<file path="src/common/dsg_pkg.sv">
// package for the deep-sleep gating and soft-reset slice
// shared register map, field positions, reset values and power modes
package dsg_pkg;
  localparam int unsigned DSG_AW            = 12;
  localparam int unsigned DSG_DW            = 32;
  localparam int unsigned DSG_NPORT         = 3;
  localparam logic [11:0] DSG_OFF_SRST0     = 12'h040;
  localparam logic [11:0] DSG_OFF_RUN_GATE  = 12'h108;
  localparam logic [11:0] DSG_OFF_SLP_GATE  = 12'h118;
  localparam logic [11:0] DSG_OFF_DSL_GATE  = 12'h128;
  localparam logic [11:0] DSG_OFF_CTRL      = 12'h200;
  localparam logic [11:0] DSG_OFF_INT_STAT  = 12'h204;
  localparam logic [11:0] DSG_OFF_INT_MASK  = 12'h208;
  localparam logic [11:0] DSG_OFF_EFF_GATE  = 12'h20C;
  localparam int unsigned DSG_BIT_WDOG      = 3;
  localparam int unsigned DSG_BIT_AUTO      = 0;
  localparam logic [2:0]  DSG_GATE_RST      = 3'h0;
  localparam logic [2:0]  DSG_PORT_RST      = 3'h0;
  localparam logic        DSG_BIT_RST       = 1'h0;
  localparam logic [31:0] DSG_WORD_RST      = 32'h0000_0000;
  localparam logic [1:0]  DSG_RESP_OKAY     = 2'h0;
  localparam logic [1:0]  DSG_RESP_SLVERR   = 2'h2;
  typedef enum logic [1:0] {
    DSG_RUN,
    DSG_SLEEP,
    DSG_DEEP
  } dsg_mode_t;
endpackage

</file>
<file path="src/common/dsg_reg_if.sv">
// register access carrier between the bus slave and the register file
// one clock domain; the write strobe is single cycle, reads carry only an address
`timescale 1ns/1ps
interface dsg_reg_if;
  logic        wr_en;
  logic [11:0] wr_addr;
  logic [31:0] wr_data;
  logic [3:0]  wr_strb;
  logic        wr_err;
  logic [11:0] rd_addr;
  logic [31:0] rd_data;
  logic        rd_err;
  modport bus (output wr_en, output wr_addr, output wr_data, output wr_strb, output rd_addr,
               input wr_err, input rd_data, input rd_err);
  modport regs (input wr_en, input wr_addr, input wr_data, input wr_strb, input rd_addr,
                output wr_err, output rd_data, output rd_err);
endinterface

</file>
<file path="src/hw/dsg_axil.sv">
// axi4-lite slave front end for the gating slice
// assumes a single clock and an axi4-lite master on the same clock
`timescale 1ns/1ps
module dsg_axil
  import dsg_pkg::*;
(
  input  wire logic        mclk,
  input  wire logic        rst_n,
  input  wire logic [11:0] awaddr,
  input  wire logic        awvalid,
  output logic             awready,
  input  wire logic [31:0] wdata,
  input  wire logic [3:0]  wstrb,
  input  wire logic        wvalid,
  output logic             wready,
  output logic [1:0]       bresp,
  output logic             bvalid,
  input  wire logic        bready,
  input  wire logic [11:0] araddr,
  input  wire logic        arvalid,
  output logic             arready,
  output logic [31:0]      rdata,
  output logic [1:0]       rresp,
  output logic             rvalid,
  input  wire logic        rready,
  dsg_reg_if.bus           rif
);
  logic        aw_got_r;
  logic        w_got_r;
  logic [11:0] awaddr_r;
  logic [31:0] wdata_r;
  logic [3:0]  wstrb_r;
  logic        do_wr;

  assign do_wr       = aw_got_r & w_got_r & ~bvalid;
  assign rif.wr_en   = do_wr;
  assign rif.wr_addr = awaddr_r;
  assign rif.wr_data = wdata_r;
  assign rif.wr_strb = wstrb_r;
  assign rif.rd_addr = araddr;

  // write address channel
  always_ff @(posedge mclk or negedge rst_n) begin
    if (!rst_n) begin
      aw_got_r <= 1'b0;
      awready  <= 1'b0;
      awaddr_r <= 12'h000;
    end else if (awvalid && awready) begin
      aw_got_r <= 1'b1;
      awready  <= 1'b0;
      awaddr_r <= awaddr;
    end else if (do_wr) begin
      aw_got_r <= 1'b0;
      awready  <= 1'b1;
    end else if (!aw_got_r) begin
      awready  <= 1'b1;
    end
  end

  // write data channel
  always_ff @(posedge mclk or negedge rst_n) begin
    if (!rst_n) begin
      w_got_r <= 1'b0;
      wready  <= 1'b0;
      wdata_r <= DSG_WORD_RST;
      wstrb_r <= 4'h0;
    end else if (wvalid && wready) begin
      w_got_r <= 1'b1;
      wready  <= 1'b0;
      wdata_r <= wdata;
      wstrb_r <= wstrb;
    end else if (do_wr) begin
      w_got_r <= 1'b0;
      wready  <= 1'b1;
    end else if (!w_got_r) begin
      wready  <= 1'b1;
    end
  end

  // write response
  always_ff @(posedge mclk or negedge rst_n) begin
    if (!rst_n) begin
      bvalid <= 1'b0;
      bresp  <= DSG_RESP_OKAY;
    end else if (do_wr) begin
      bvalid <= 1'b1;
      bresp  <= rif.wr_err ? DSG_RESP_SLVERR : DSG_RESP_OKAY;
    end else if (bready) begin
      bvalid <= 1'b0;
    end
  end

  // read channel, data sampled at the address handshake
  always_ff @(posedge mclk or negedge rst_n) begin
    if (!rst_n) begin
      arready <= 1'b0;
      rvalid  <= 1'b0;
      rdata   <= DSG_WORD_RST;
      rresp   <= DSG_RESP_OKAY;
    end else if (arvalid && arready) begin
      arready <= 1'b0;
      rvalid  <= 1'b1;
      rdata   <= rif.rd_data;
      rresp   <= rif.rd_err ? DSG_RESP_SLVERR : DSG_RESP_OKAY;
    end else if (rvalid && rready) begin
      rvalid  <= 1'b0;
      arready <= 1'b1;
    end else if (!rvalid) begin
      arready <= 1'b1;
    end
  end

  bresp_hold_a : assert property (@(posedge mclk) disable iff (!rst_n)
    bvalid && !bready |=> bvalid && $stable(bresp))
    else $error("write response dropped before ready");
endmodule

</file>
<file path="src/hw/dsg_gate_sel.sv">
// port clock enable selection by power mode and auto gating
// assumes mode and gate words come from logic on the same clock
`timescale 1ns/1ps
module dsg_gate_sel
  import dsg_pkg::*;
#(
  parameter int unsigned NPORT = DSG_NPORT
)(
  input  wire logic             mclk,
  input  wire logic             rst_n,
  input  wire dsg_mode_t        mode,
  input  wire logic             auto_sel,
  input  wire logic [NPORT-1:0] run_gate,
  input  wire logic [NPORT-1:0] slp_gate,
  input  wire logic [NPORT-1:0] dsl_gate,
  output logic      [NPORT-1:0] en
);
  logic [NPORT-1:0] en_nxt;

  always_comb begin
    en_nxt = run_gate;
    if (auto_sel) begin
      case (mode)
        DSG_RUN:   en_nxt = run_gate;
        DSG_SLEEP: en_nxt = slp_gate;
        DSG_DEEP:  en_nxt = dsl_gate;
        default:   en_nxt = run_gate;
      endcase
    end
  end

  always_ff @(posedge mclk or negedge rst_n) begin
    if (!rst_n) begin
      en <= '0;
    end else begin
      en <= en_nxt;
    end
  end

  deep_gate_a : assert property (@(posedge mclk) disable iff (!rst_n)
    auto_sel && mode == DSG_DEEP |=> en == $past(dsl_gate))
    else $error("deep-sleep enables not taken from deep gate");
  run_only_a : assert property (@(posedge mclk) disable iff (!rst_n)
    !auto_sel |=> en == $past(run_gate))
    else $error("sleep gating applied without auto gating");
  sleep_gate_a : assert property (@(posedge mclk) disable iff (!rst_n)
    auto_sel && mode == DSG_SLEEP |=> en == $past(slp_gate))
    else $error("sleep enables not taken from sleep gate");
endmodule

</file>
<file path="src/hw/dsg_top.sv">
// deep-sleep port gating and first soft-reset word, top level
// assumes axi4-lite master, power mode and capability word on mclk
//
// The AXI4-Lite register port is this design's own decision.
`timescale 1ns/1ps
module dsg_top
  import dsg_pkg::*;
#(
  parameter int unsigned NPORT = DSG_NPORT
)(
  input  wire logic             mclk,
  input  wire logic             rst_n,
  input  wire logic [11:0]      s_axi_awaddr,
  input  wire logic             s_axi_awvalid,
  output logic                  s_axi_awready,
  input  wire logic [31:0]      s_axi_wdata,
  input  wire logic [3:0]       s_axi_wstrb,
  input  wire logic             s_axi_wvalid,
  output logic                  s_axi_wready,
  output logic [1:0]            s_axi_bresp,
  output logic                  s_axi_bvalid,
  input  wire logic             s_axi_bready,
  input  wire logic [11:0]      s_axi_araddr,
  input  wire logic             s_axi_arvalid,
  output logic                  s_axi_arready,
  output logic [31:0]           s_axi_rdata,
  output logic [1:0]            s_axi_rresp,
  output logic                  s_axi_rvalid,
  input  wire logic             s_axi_rready,
  input  wire logic [1:0]       pm_mode,
  input  wire logic [31:0]      capability_word_1,
  input  wire logic [NPORT-1:0] port_access,
  output logic      [NPORT-1:0] port_clk_en,
  output logic      [NPORT-1:0] port_fault,
  output logic      [NPORT-1:0] port_ok,
  output logic                  watchdog_hold,
  output logic                  irq
);
  dsg_reg_if rif ();

  logic [NPORT-1:0] run_port_gate_r;
  logic [NPORT-1:0] sleep_port_gate_r;
  logic [NPORT-1:0] deep_sleep_port_gate_r;
  logic             watchdog_reset_bit_r;
  logic             auto_gating_select_r;
  logic [NPORT-1:0] int_stat_r;
  logic [NPORT-1:0] int_mask_r;
  logic [NPORT-1:0] int_stat_nxt;
  logic [NPORT-1:0] int_mask_nxt;
  logic [NPORT-1:0] fault_nxt;
  logic             wr_lo;
  logic             seen_wr_r;
  dsg_mode_t        mode;

  // decode of the mapped register offsets
  function automatic logic dsg_mapped(input logic [11:0] a);
    case (a)
      DSG_OFF_SRST0, DSG_OFF_RUN_GATE, DSG_OFF_SLP_GATE, DSG_OFF_DSL_GATE,
      DSG_OFF_CTRL, DSG_OFF_INT_STAT, DSG_OFF_INT_MASK, DSG_OFF_EFF_GATE: dsg_mapped = 1'b1;
      default: dsg_mapped = 1'b0;
    endcase
  endfunction

  // write hits a register and carries byte 0
  function automatic logic dsg_hit(input logic [11:0] off);
    dsg_hit = wr_lo && (rif.wr_addr == off);
  endfunction

  dsg_axil u_axil (
    .mclk    (mclk),
    .rst_n   (rst_n),
    .awaddr  (s_axi_awaddr),
    .awvalid (s_axi_awvalid),
    .awready (s_axi_awready),
    .wdata   (s_axi_wdata),
    .wstrb   (s_axi_wstrb),
    .wvalid  (s_axi_wvalid),
    .wready  (s_axi_wready),
    .bresp   (s_axi_bresp),
    .bvalid  (s_axi_bvalid),
    .bready  (s_axi_bready),
    .araddr  (s_axi_araddr),
    .arvalid (s_axi_arvalid),
    .arready (s_axi_arready),
    .rdata   (s_axi_rdata),
    .rresp   (s_axi_rresp),
    .rvalid  (s_axi_rvalid),
    .rready  (s_axi_rready),
    .rif     (rif)
  );

  assign mode  = dsg_mode_t'(pm_mode);
  assign wr_lo = rif.wr_en && rif.wr_strb[0];

  dsg_gate_sel #(.NPORT(NPORT)) u_sel (
    .mclk     (mclk),
    .rst_n    (rst_n),
    .mode     (mode),
    .auto_sel (auto_gating_select_r),
    .run_gate (run_port_gate_r),
    .slp_gate (sleep_port_gate_r),
    .dsl_gate (deep_sleep_port_gate_r),
    .en       (port_clk_en)
  );

  assign rif.wr_err = !dsg_mapped(rif.wr_addr);
  assign rif.rd_err = !dsg_mapped(rif.rd_addr);

  // read mux, unused bits read zero
  always_comb begin
    rif.rd_data = DSG_WORD_RST;
    case (rif.rd_addr)
      DSG_OFF_SRST0:    rif.rd_data[DSG_BIT_WDOG] = watchdog_reset_bit_r;
      DSG_OFF_RUN_GATE: rif.rd_data[NPORT-1:0]   = run_port_gate_r;
      DSG_OFF_SLP_GATE: rif.rd_data[NPORT-1:0]   = sleep_port_gate_r;
      DSG_OFF_DSL_GATE: rif.rd_data[NPORT-1:0]   = deep_sleep_port_gate_r;
      DSG_OFF_CTRL:     rif.rd_data[DSG_BIT_AUTO] = auto_gating_select_r;
      DSG_OFF_INT_STAT: rif.rd_data[NPORT-1:0]   = int_stat_r;
      DSG_OFF_INT_MASK: rif.rd_data[NPORT-1:0]   = int_mask_r;
      DSG_OFF_EFF_GATE: rif.rd_data[NPORT-1:0]   = port_clk_en;
      default:          rif.rd_data              = DSG_WORD_RST;
    endcase
  end

  // gate registers
  always_ff @(posedge mclk or negedge rst_n) begin
    if (!rst_n) begin
      run_port_gate_r        <= DSG_GATE_RST;
      sleep_port_gate_r      <= DSG_GATE_RST;
      deep_sleep_port_gate_r <= DSG_GATE_RST;
    end else begin
      if (dsg_hit(DSG_OFF_RUN_GATE)) begin
        run_port_gate_r <= rif.wr_data[NPORT-1:0];
      end
      if (dsg_hit(DSG_OFF_SLP_GATE)) begin
        sleep_port_gate_r <= rif.wr_data[NPORT-1:0];
      end
      if (dsg_hit(DSG_OFF_DSL_GATE)) begin
        deep_sleep_port_gate_r <= rif.wr_data[NPORT-1:0];
      end
    end
  end

  // auto gating select
  always_ff @(posedge mclk or negedge rst_n) begin
    if (!rst_n) begin
      auto_gating_select_r <= DSG_BIT_RST;
    end else if (dsg_hit(DSG_OFF_CTRL)) begin
      auto_gating_select_r <= rif.wr_data[DSG_BIT_AUTO];
    end
  end

  // soft reset word, masked by capability word
  always_ff @(posedge mclk or negedge rst_n) begin
    if (!rst_n) begin
      watchdog_reset_bit_r <= DSG_BIT_RST;
    end else if (dsg_hit(DSG_OFF_SRST0)) begin
      watchdog_reset_bit_r <= rif.wr_data[DSG_BIT_WDOG] & capability_word_1[DSG_BIT_WDOG];
    end
  end

  // watchdog held in reset while the bit is set
  always_ff @(posedge mclk or negedge rst_n) begin
    if (!rst_n) begin
      watchdog_hold <= 1'b0;
    end else begin
      watchdog_hold <= watchdog_reset_bit_r;
    end
  end

  // port access answers
  assign fault_nxt = port_access & ~port_clk_en;

  always_ff @(posedge mclk or negedge rst_n) begin
    if (!rst_n) begin
      port_fault <= DSG_PORT_RST;
      port_ok    <= DSG_PORT_RST;
    end else begin
      port_fault <= fault_nxt;
      port_ok    <= port_access & port_clk_en;
    end
  end

  // sticky fault status, set wins over write-one clear
  always_comb begin
    int_stat_nxt = int_stat_r;
    if (dsg_hit(DSG_OFF_INT_STAT)) begin
      int_stat_nxt = int_stat_nxt & ~rif.wr_data[NPORT-1:0];
    end
    int_stat_nxt = int_stat_nxt | fault_nxt;
  end

  always_ff @(posedge mclk or negedge rst_n) begin
    if (!rst_n) begin
      int_stat_r <= DSG_PORT_RST;
    end else begin
      int_stat_r <= int_stat_nxt;
    end
  end

  // mask next value, so irq follows a mask write at once
  always_comb begin
    int_mask_nxt = int_mask_r;
    if (dsg_hit(DSG_OFF_INT_MASK)) begin
      int_mask_nxt = rif.wr_data[NPORT-1:0];
    end
  end

  always_ff @(posedge mclk or negedge rst_n) begin
    if (!rst_n) begin
      int_mask_r <= DSG_PORT_RST;
    end else begin
      int_mask_r <= int_mask_nxt;
    end
  end

  always_ff @(posedge mclk or negedge rst_n) begin
    if (!rst_n) begin
      irq <= 1'b0;
    end else begin
      irq <= |(int_stat_nxt & int_mask_nxt);
    end
  end

  // helper for the reset-value check
  always_ff @(posedge mclk or negedge rst_n) begin
    if (!rst_n) begin
      seen_wr_r <= 1'b0;
    end else if (rif.wr_en) begin
      seen_wr_r <= 1'b1;
    end
  end

  gate_fault_a : assert property (@(posedge mclk) disable iff (!rst_n)
    port_access[0] && !port_clk_en[0] |=> port_fault[0] && !port_ok[0] && int_stat_r[0])
    else $error("gated port access not faulted");

  reset_zero_a : assert property (@(posedge mclk) disable iff (!rst_n)
    !seen_wr_r |-> run_port_gate_r == 3'h0 && deep_sleep_port_gate_r == 3'h0 && port_clk_en == 3'h0)
    else $error("gate enables not zero after reset");

  dsg_ro_a : assert property (@(posedge mclk) disable iff (!rst_n)
    rif.rd_addr == 12'h128 |-> rif.rd_data[31:3] == 29'h0 && !rif.rd_err)
    else $error("deep gate reserved bits not zero");

  dsg_decode_a : assert property (@(posedge mclk) disable iff (!rst_n)
    rif.wr_en && rif.wr_strb[0] && rif.wr_addr == 12'h128
      |=> deep_sleep_port_gate_r == $past(rif.wr_data[2:0]))
    else $error("deep gate write not stored");

  run_decode_a : assert property (@(posedge mclk) disable iff (!rst_n)
    rif.wr_en && rif.wr_strb[0] && rif.wr_addr == 12'h108
      |=> run_port_gate_r == $past(rif.wr_data[2:0]))
    else $error("run gate write not stored");

  wdog_mask_a : assert property (@(posedge mclk) disable iff (!rst_n)
    rif.wr_en && rif.wr_strb[0] && rif.wr_addr == 12'h040 && !capability_word_1[3]
      |=> !watchdog_reset_bit_r ##1 !watchdog_hold)
    else $error("soft reset write not masked");

  wdog_hold_a : assert property (@(posedge mclk) disable iff (!rst_n)
    rif.wr_en && rif.wr_strb[0] && rif.wr_addr == 12'h040 && rif.wr_data[3] && capability_word_1[3]
      |=> ##1 watchdog_hold)
    else $error("watchdog not held after reset bit set");

  srst_ro_a : assert property (@(posedge mclk) disable iff (!rst_n)
    rif.rd_addr == 12'h040 |-> rif.rd_data[31:4] == 28'h0 && rif.rd_data[2:0] == 3'h0)
    else $error("soft reset reserved bits not zero");

  wdog_bit_a : assert property (@(posedge mclk) disable iff (!rst_n)
    rif.rd_addr == 12'h040 |-> rif.rd_data[3] == watchdog_reset_bit_r)
    else $error("watchdog bit not at position 3");

  irq_level_a : assert property (@(posedge mclk) disable iff (!rst_n)
    irq == |(int_stat_r & int_mask_r))
    else $error("interrupt level differs from unmasked status");
endmodule

</file>
<file path="config.mk">
export PLATFORM = sky130hd
export DESIGN_NAME = dsg_top
export DESIGN_NICKNAME = d
export VERILOG_FILES = /design/src/common/dsg_pkg.sv /design/src/common/dsg_reg_if.sv /design/src/hw/dsg_axil.sv /design/src/hw/dsg_gate_sel.sv /design/src/hw/dsg_top.sv
export SDC_FILE = /design/constraint.sdc
export NUM_CORES = 1
export LEC_CHECK = 0
export BUFFER_PORTS_ARGS = -buffer_cell sky130_fd_sc_hd__buf_4
export CAP_MARGIN = 20
export CORE_UTILIZATION = 48
export DETAILED_ROUTE_END_ITERATION = 7
export PLACE_DENSITY = 0.86
export SLEW_MARGIN = 20
export SYNTH_ARGS = -nofsm -noshare
export SYNTH_HDL_FRONTEND = slang
export SYNTH_SLANG_ARGS = --single-unit
</file>
<file path="constraint.sdc">
create_clock -name mclk -period 4.8 [get_ports mclk]
set_input_delay 0.24 -clock mclk [delete_from_list [all_inputs] [get_ports mclk]]
set_output_delay 0.24 -clock mclk [all_outputs]
set_load 0.005 [all_outputs]
</file>
== Word-level counts from Yosys, hierarchy flattened ==
Index checks and enable logic that the tools add are counted.

* Output and inout port bits: 52
* Memories kept: 0
* Bits in registers: 60
* Bits in read-only memories: 0
* Word-level logic and storage cells: 103
* Latch bits: 0
* RAM bits: 0

* Reduce and logical (&&, ||, !) cells: 19
* $lt $le $gt $ge: 0
* Divide/modulo/power cells: 0
* Shifts and indexed selects: 0
* Eq/ne operators: 21
* Multipliers: 0
* Bitwise logic cells: 11
* Muxes and demuxes: 27
* Add/sub/neg operators: 0

{| class="wikitable"
|+ Operators by type and width
! cell !! count
|-
| 12-bit by 10-bit equality test with 1-bit output, second input constant || 8
|-
| 12-bit by 9-bit equality test with 1-bit output, second input constant || 6
|-
| 12-bit by 7-bit equality test with 1-bit output, second input constant || 2
|-
| 1-bit 2-to-1 mux || 19
|-
| 8-bit OR reduction || 2
|-
| 3-bit AND || 4
|-
| 1-bit logical AND || 12
|-
| 2-bit case mux with 6 select lines || 1
|-
| 3-bit 2-to-1 mux || 3
|-
| 3-bit != test, second input constant || 3
|-
| 2-bit nonzero test || 4
|-
| 1-bit case mux with 7 select lines || 1
|-
| 3-bit inverter || 2
|-
| 3-bit case mux with 2 select lines || 1
|-
| 2-bit 2-to-1 mux || 2
|-
| 1-bit AND || 3
|-
| 3-bit OR || 1
|-
| 3-bit OR reduction || 1
|-
| 2-bit by 1-bit equality test with 1-bit output, second input constant || 1
|-
| 2-bit equality test, second input constant || 1
|-
| 1-bit inverter || 1
|}

== Depth between registers and ports, before layout ==
* Word-level depth: 8
* Depth in mapped cells: 6
* Depth with buffers taken out: 5

== Cells and area by module ==
Synthesis repeated with hierarchy kept, for this count alone.

* Cells, all modules: 342
* Area, all modules: 5044.8 um2

{| class="wikitable"
|+ Modules (own cells, without submodules)
! module !! times used !! cells each !! area an instance (um2)
|-
| dsg_axil || 1 || 212 || 3508.4
|-
| dsg_top || 1 || 116 || 1343.8
|-
| dsg_gate_sel || 1 || 14 || 192.7
|}

== Worst setup path after synthesis ==
No wires, ideal clock.

* Path kind: register -> register
* Start point: register u_axil.awaddr_r[4], in the netlist u_axil.rif.wr_addr[4]
* End point: register irq
* Data arrival time: 1.948 ns
* Stages on the path, launching flop included: 6
* Path buffers: 0
* Period minus slack after synthesis: 2.074 ns
* Path slack: 2.726 ns
* Cells stage by stage: dfrtp_1 or3_4 nor4_4 nand2_2 mux2_4 a221o_1

* Elaborated cells on any way between the ends: 9

{| class="wikitable"
|+ RTL lines
! item !! line !! RTL
|-
| start, declared || dsg_axil.sv:30 || <nowiki>logic [11:0] awaddr_r;</nowiki>
|-
| start signal, assigned || dsg_axil.sv:51 || <nowiki>awaddr_r <= awaddr;</nowiki>
|-
| 12-bit by 10-bit equality test with 1-bit output || dsg_top.sv:66 || <nowiki>dsg_hit = wr_lo && (rif.wr_addr == off);</nowiki>
|-
| 1-bit logical AND || dsg_top.sv:66 ||
|-
| 3-bit 2-to-1 mux || dsg_top.sv:204 || <nowiki>if (dsg_hit(DSG_OFF_INT_MASK)) begin</nowiki>
|-
| named net int_mask_nxt[2] || dsg_top.sv:49 || <nowiki>logic [NPORT-1:0] int_mask_nxt;</nowiki>
|-
| 3-bit AND || dsg_top.sv:221 || <nowiki>irq <= |(int_stat_nxt & int_mask_nxt);</nowiki>
|-
| 3-bit OR reduction || dsg_top.sv:221 ||
|-
| end signal, assigned || dsg_top.sv:221 ||
|-
| end, declared || dsg_top.sv:37 || <nowiki>output logic irq</nowiki>
|}

The timed path passes the listed nets, and every way through them passes these cells.
A chain may end at the register's enable or synchronous reset.

== Worst setup path in the final report ==
* Start point: register u_axil.awaddr_r[1], in the netlist u_axil.rif.wr_addr[1]
* End point: register run_port_gate_r[1]

* Longest elaborated chain between the ends: 2

{| class="wikitable"
|+ RTL lines
! item !! line !! RTL
|-
| 12-bit by 9-bit equality test with 1-bit output || dsg_top.sv:66 ||
|-
| 1-bit logical AND || dsg_top.sv:66 ||
|-
| end signal, assigned || dsg_top.sv:133 || <nowiki>run_port_gate_r <= rif.wr_data[NPORT-1:0];</nowiki>
|-
| end, declared || dsg_top.sv:41 || <nowiki>logic [NPORT-1:0] run_port_gate_r;</nowiki>
|}

Every way passes these cells.

==> results.md <==
- Cell Pwr Density: 412.8 nW/um2
- Routed len/inst: 13.96 um
- Register share of total power: 49.8%
- Placed cells: 369
- P_int: 0.9933 mW
- CP max stage delay: 450 ps
- Rows: 27
- CTS sink count: 58
- Post-route non-filler standard cell count: 386
- Adder-cell share of the synthesized area: 0.8949%
- Critical Path AT: 2490 ps
- Crit path max-delay family: simple AND/OR/NAND/NOR gates
- Period utilization: 47.35%
- Yosys warning total: 0
- Cells after Synth: 238
- Root Driver: clkbuf_8
- Area leader, netlist: dfrtp_1
- Core Area: 5574 um2
- Vias in the first global route: 1864
- Fin worst setup slack: 2527 ps
- Share of cells above drive strength 1: 33.76%
- Postcts setup bufs: 0
- CTS Buffer Depth: 2
- Clock Latency Late Sink: 340 ps
- DRC: 0
- Final instance area: 3425 um2
- Commonest cells after routing, fill and taps aside: buf_4 (63), dfrtp_1 (58), conb_1 (30)
- Initial Util: 50.17%
- Clock skew: 5.682 ps
- Synthesized area: 2796 um2
- Antenna Nets Post-Route: 0
- Unrepaired setup endpoints after global routing: false
- Clock power share: 28.8%
- #FFs+latches synth: 58
- CTS Buf Count: 9
- CTS Hold Bufs: 1
- First-pass GRT wire length: 8887 um
- Sw frac: 29.74%
- # diodes: 0
- CP Launch Type: register
- Main synth FF type: dfrtp_1
- Post-layout util: 61.44%
- Hold depth: 2
- Max VDD drop: 0.2688 mV
- Total GRT Usage: 19.68%
- DPL Wire Length: 4092 um
- Synth top area share: 51.90%
- Post-Route WL: 5387 um
- Final setup vio count: 0
- Total power: 1.414 mW
- Xor/xnor share of the synthesized area: 0%
- P&R area growth vs syn: 22.46%
- Die Wd: 78.33 um
- Fin Setup TNS: 0 ps
- Iter 0 DRT Violations: 104
- Net Switching: 0.4204 mW
- Commonest non-fill, non-tap cell in the layout: buf_4
- H-tree depth: 3
- Final hold vios: 0
- GRT Residual Overflow: 0
- Reg2Reg Depth: 5
- Synth Area in Compound Gates: 8.993%
- CTS tree: built
- Final Max Tran Viols: 0
- CP max FO: 5
- Post-synth EDFFs: 0
- Top cells by area, synth: dfrtp_1 (52%), buf_4 (8.1%), mux2_2 (7.7%)
- Cell depth of the worst setup path: 5
- Chip height: 78.33 um
- Min Hold Slack: 77.97 ps
- Drt first pass iters: 4
- Avg Cell Area, Syn: 11.75 um2
- Cell Area, Placed: 3232 um2
- Cell type of the slowest stage on the worst timing path: nor4b_4
- Full die area: 6135 um2
- Nets: 415
- Initial antenna violation count: 0
- Hold Path Class: in2reg
- LEAKAGE: 1.633 nW
- Mux cell area share after synthesis: 14.63%
- Fmax: 0.4400 GHz
- Part of the Yosys area used for sequential elements: 51.90%
- Async set-reset flop share out of synthesis: 100.0%
- Post-CTS Resized: 0
- Buffers & Inverters on Critical Path: 0
- Tmin final: 2273 ps
- PortBufs: 63
- Max-slew headroom: 52.64%
- Routability cong.: 0.7727
- Pre-CTS setup slack: 2547 ps
- CP endpoint kind: register
- Via Count: 1972
- Worst path required time: 5020 ps
- Worst slew pin tran: 700.6 ps
- Comb power frac: 21.4%
- Routed vias/inst: 5.109
- MaxCap Viol Count: 0
- Critical-path cell list: nor4b_4 -> nand3_1 -> or3_1 -> or3_1 -> mux2_1
- Outcome: finished, final reports clean
- Post-Synth Simple-Gate Area: 14.32%
- Largest family of logic cells by synthesized area: multiplexers
- Most frequent CP cell: or3_1
- Largest net degree at the start of global routing: 59
- Register clock-pin slew on the reported worst setup and hold paths: 60 ps
- WS Path Type: reg2reg
- Top Ports: 156
- Yosys cell types: 42
flip-flops by register name, indices dropped and copies added, names as in the netlist, 3 cells and up:
signal and count:
deep_sleep_port_gate_r 3, int_mask_r 3, int_stat_r 3, port_fault 3
port_ok 3, run_port_gate_r 3, sleep_port_gate_r 3, u_axil.rdata 4
u_axil.rif.wr_addr 12, u_axil.rif.wr_data 4, u_sel.en 3
per-layer routing:
layer / wire, um / GRT usage [%] / up-vias
li1: - / - / 932
met1: 2223 / 23.71 / 933
met2: 2646 / 31.67 / 96
met3: 431 / 7.326 / 11
met4: 85 / 8.333 / 0
met5: 0 / 0 / -
power by group through the flow:
stage / clock (mW) / sequential (mW) / combinational (mW)
2_1_floorplan: 0 / 0.681 / 0.214
3_3_place_gp: 0 / 0.699 / 0.290
3_5_place_dp: 0 / 0.710 / 0.305
4_1_cts: 0.420 / 0.701 / 0.306
5_1_grt: 0.447 / 0.719 / 0.336
6_report: 0.407 / 0.704 / 0.302
synth_stat cells, types with 4 or more instances:
library cell  instances
a21oi_1               6
nor2_1                6
nor2b_1               6
nand3_1               7
dfrtp_1              58
a21o_1                4
o21ai_0               7
and2_1                4
a22oi_1               5
mux2_2               19
mux2_1               10
nand2_1              20
inv_1                 5
buf_4                30
cell type report:
cell class	count	area, um2
Fill cell	454	2150
Tap cell	72	90.09
Inverter	5	18.77
Clock inverter	2	10.01
Timing Repair Buffer	64	483.0
Multi-Input combinational cell	171	1199
Sequential cell	58	1451
Clock buffer	14	172.7
logic make-up (layout without fill, tap and decap cells):
| family | count (synthesis) | after routing |
|---|---|---|
| other cells | 1 | 30 |
| simple gates | 66 | 66 |
| fa+ha+maj | 2 | 2 |
| mux | 35 | 35 |
| buf+inv | 38 | 85 |
| compound gates | 38 | 38 |
| flops | 58 | 58 |
final timing paths:
check / slack, ps / start / to
max: 2530 / u_axil.rif.wr_addr[1]$_DFFE_PN0P_ / run_port_gate_r[1]$_DFFE_PN0P_
min: 80 / s_axi_bready / u_axil.bvalid$_DFFE_PN0P_
max reg2reg: 2530 / u_axil.rif.wr_addr[1]$_DFFE_PN0P_ / run_port_gate_r[1]$_DFFE_PN0P_
min reg2reg: 440 / watchdog_reset_bit_r$_DFFE_PN0P_ / watchdog_hold$_DFF_PN0_
max in group asynchronous: 3820 / rst_n / u_axil.rdata[3]$_DFFE_PN0P_
min in group asynchronous: 520 / rst_n / u_axil.rif.wr_addr[11]$_DFFE_PN0P_
(Power assumes the default switching activity.)
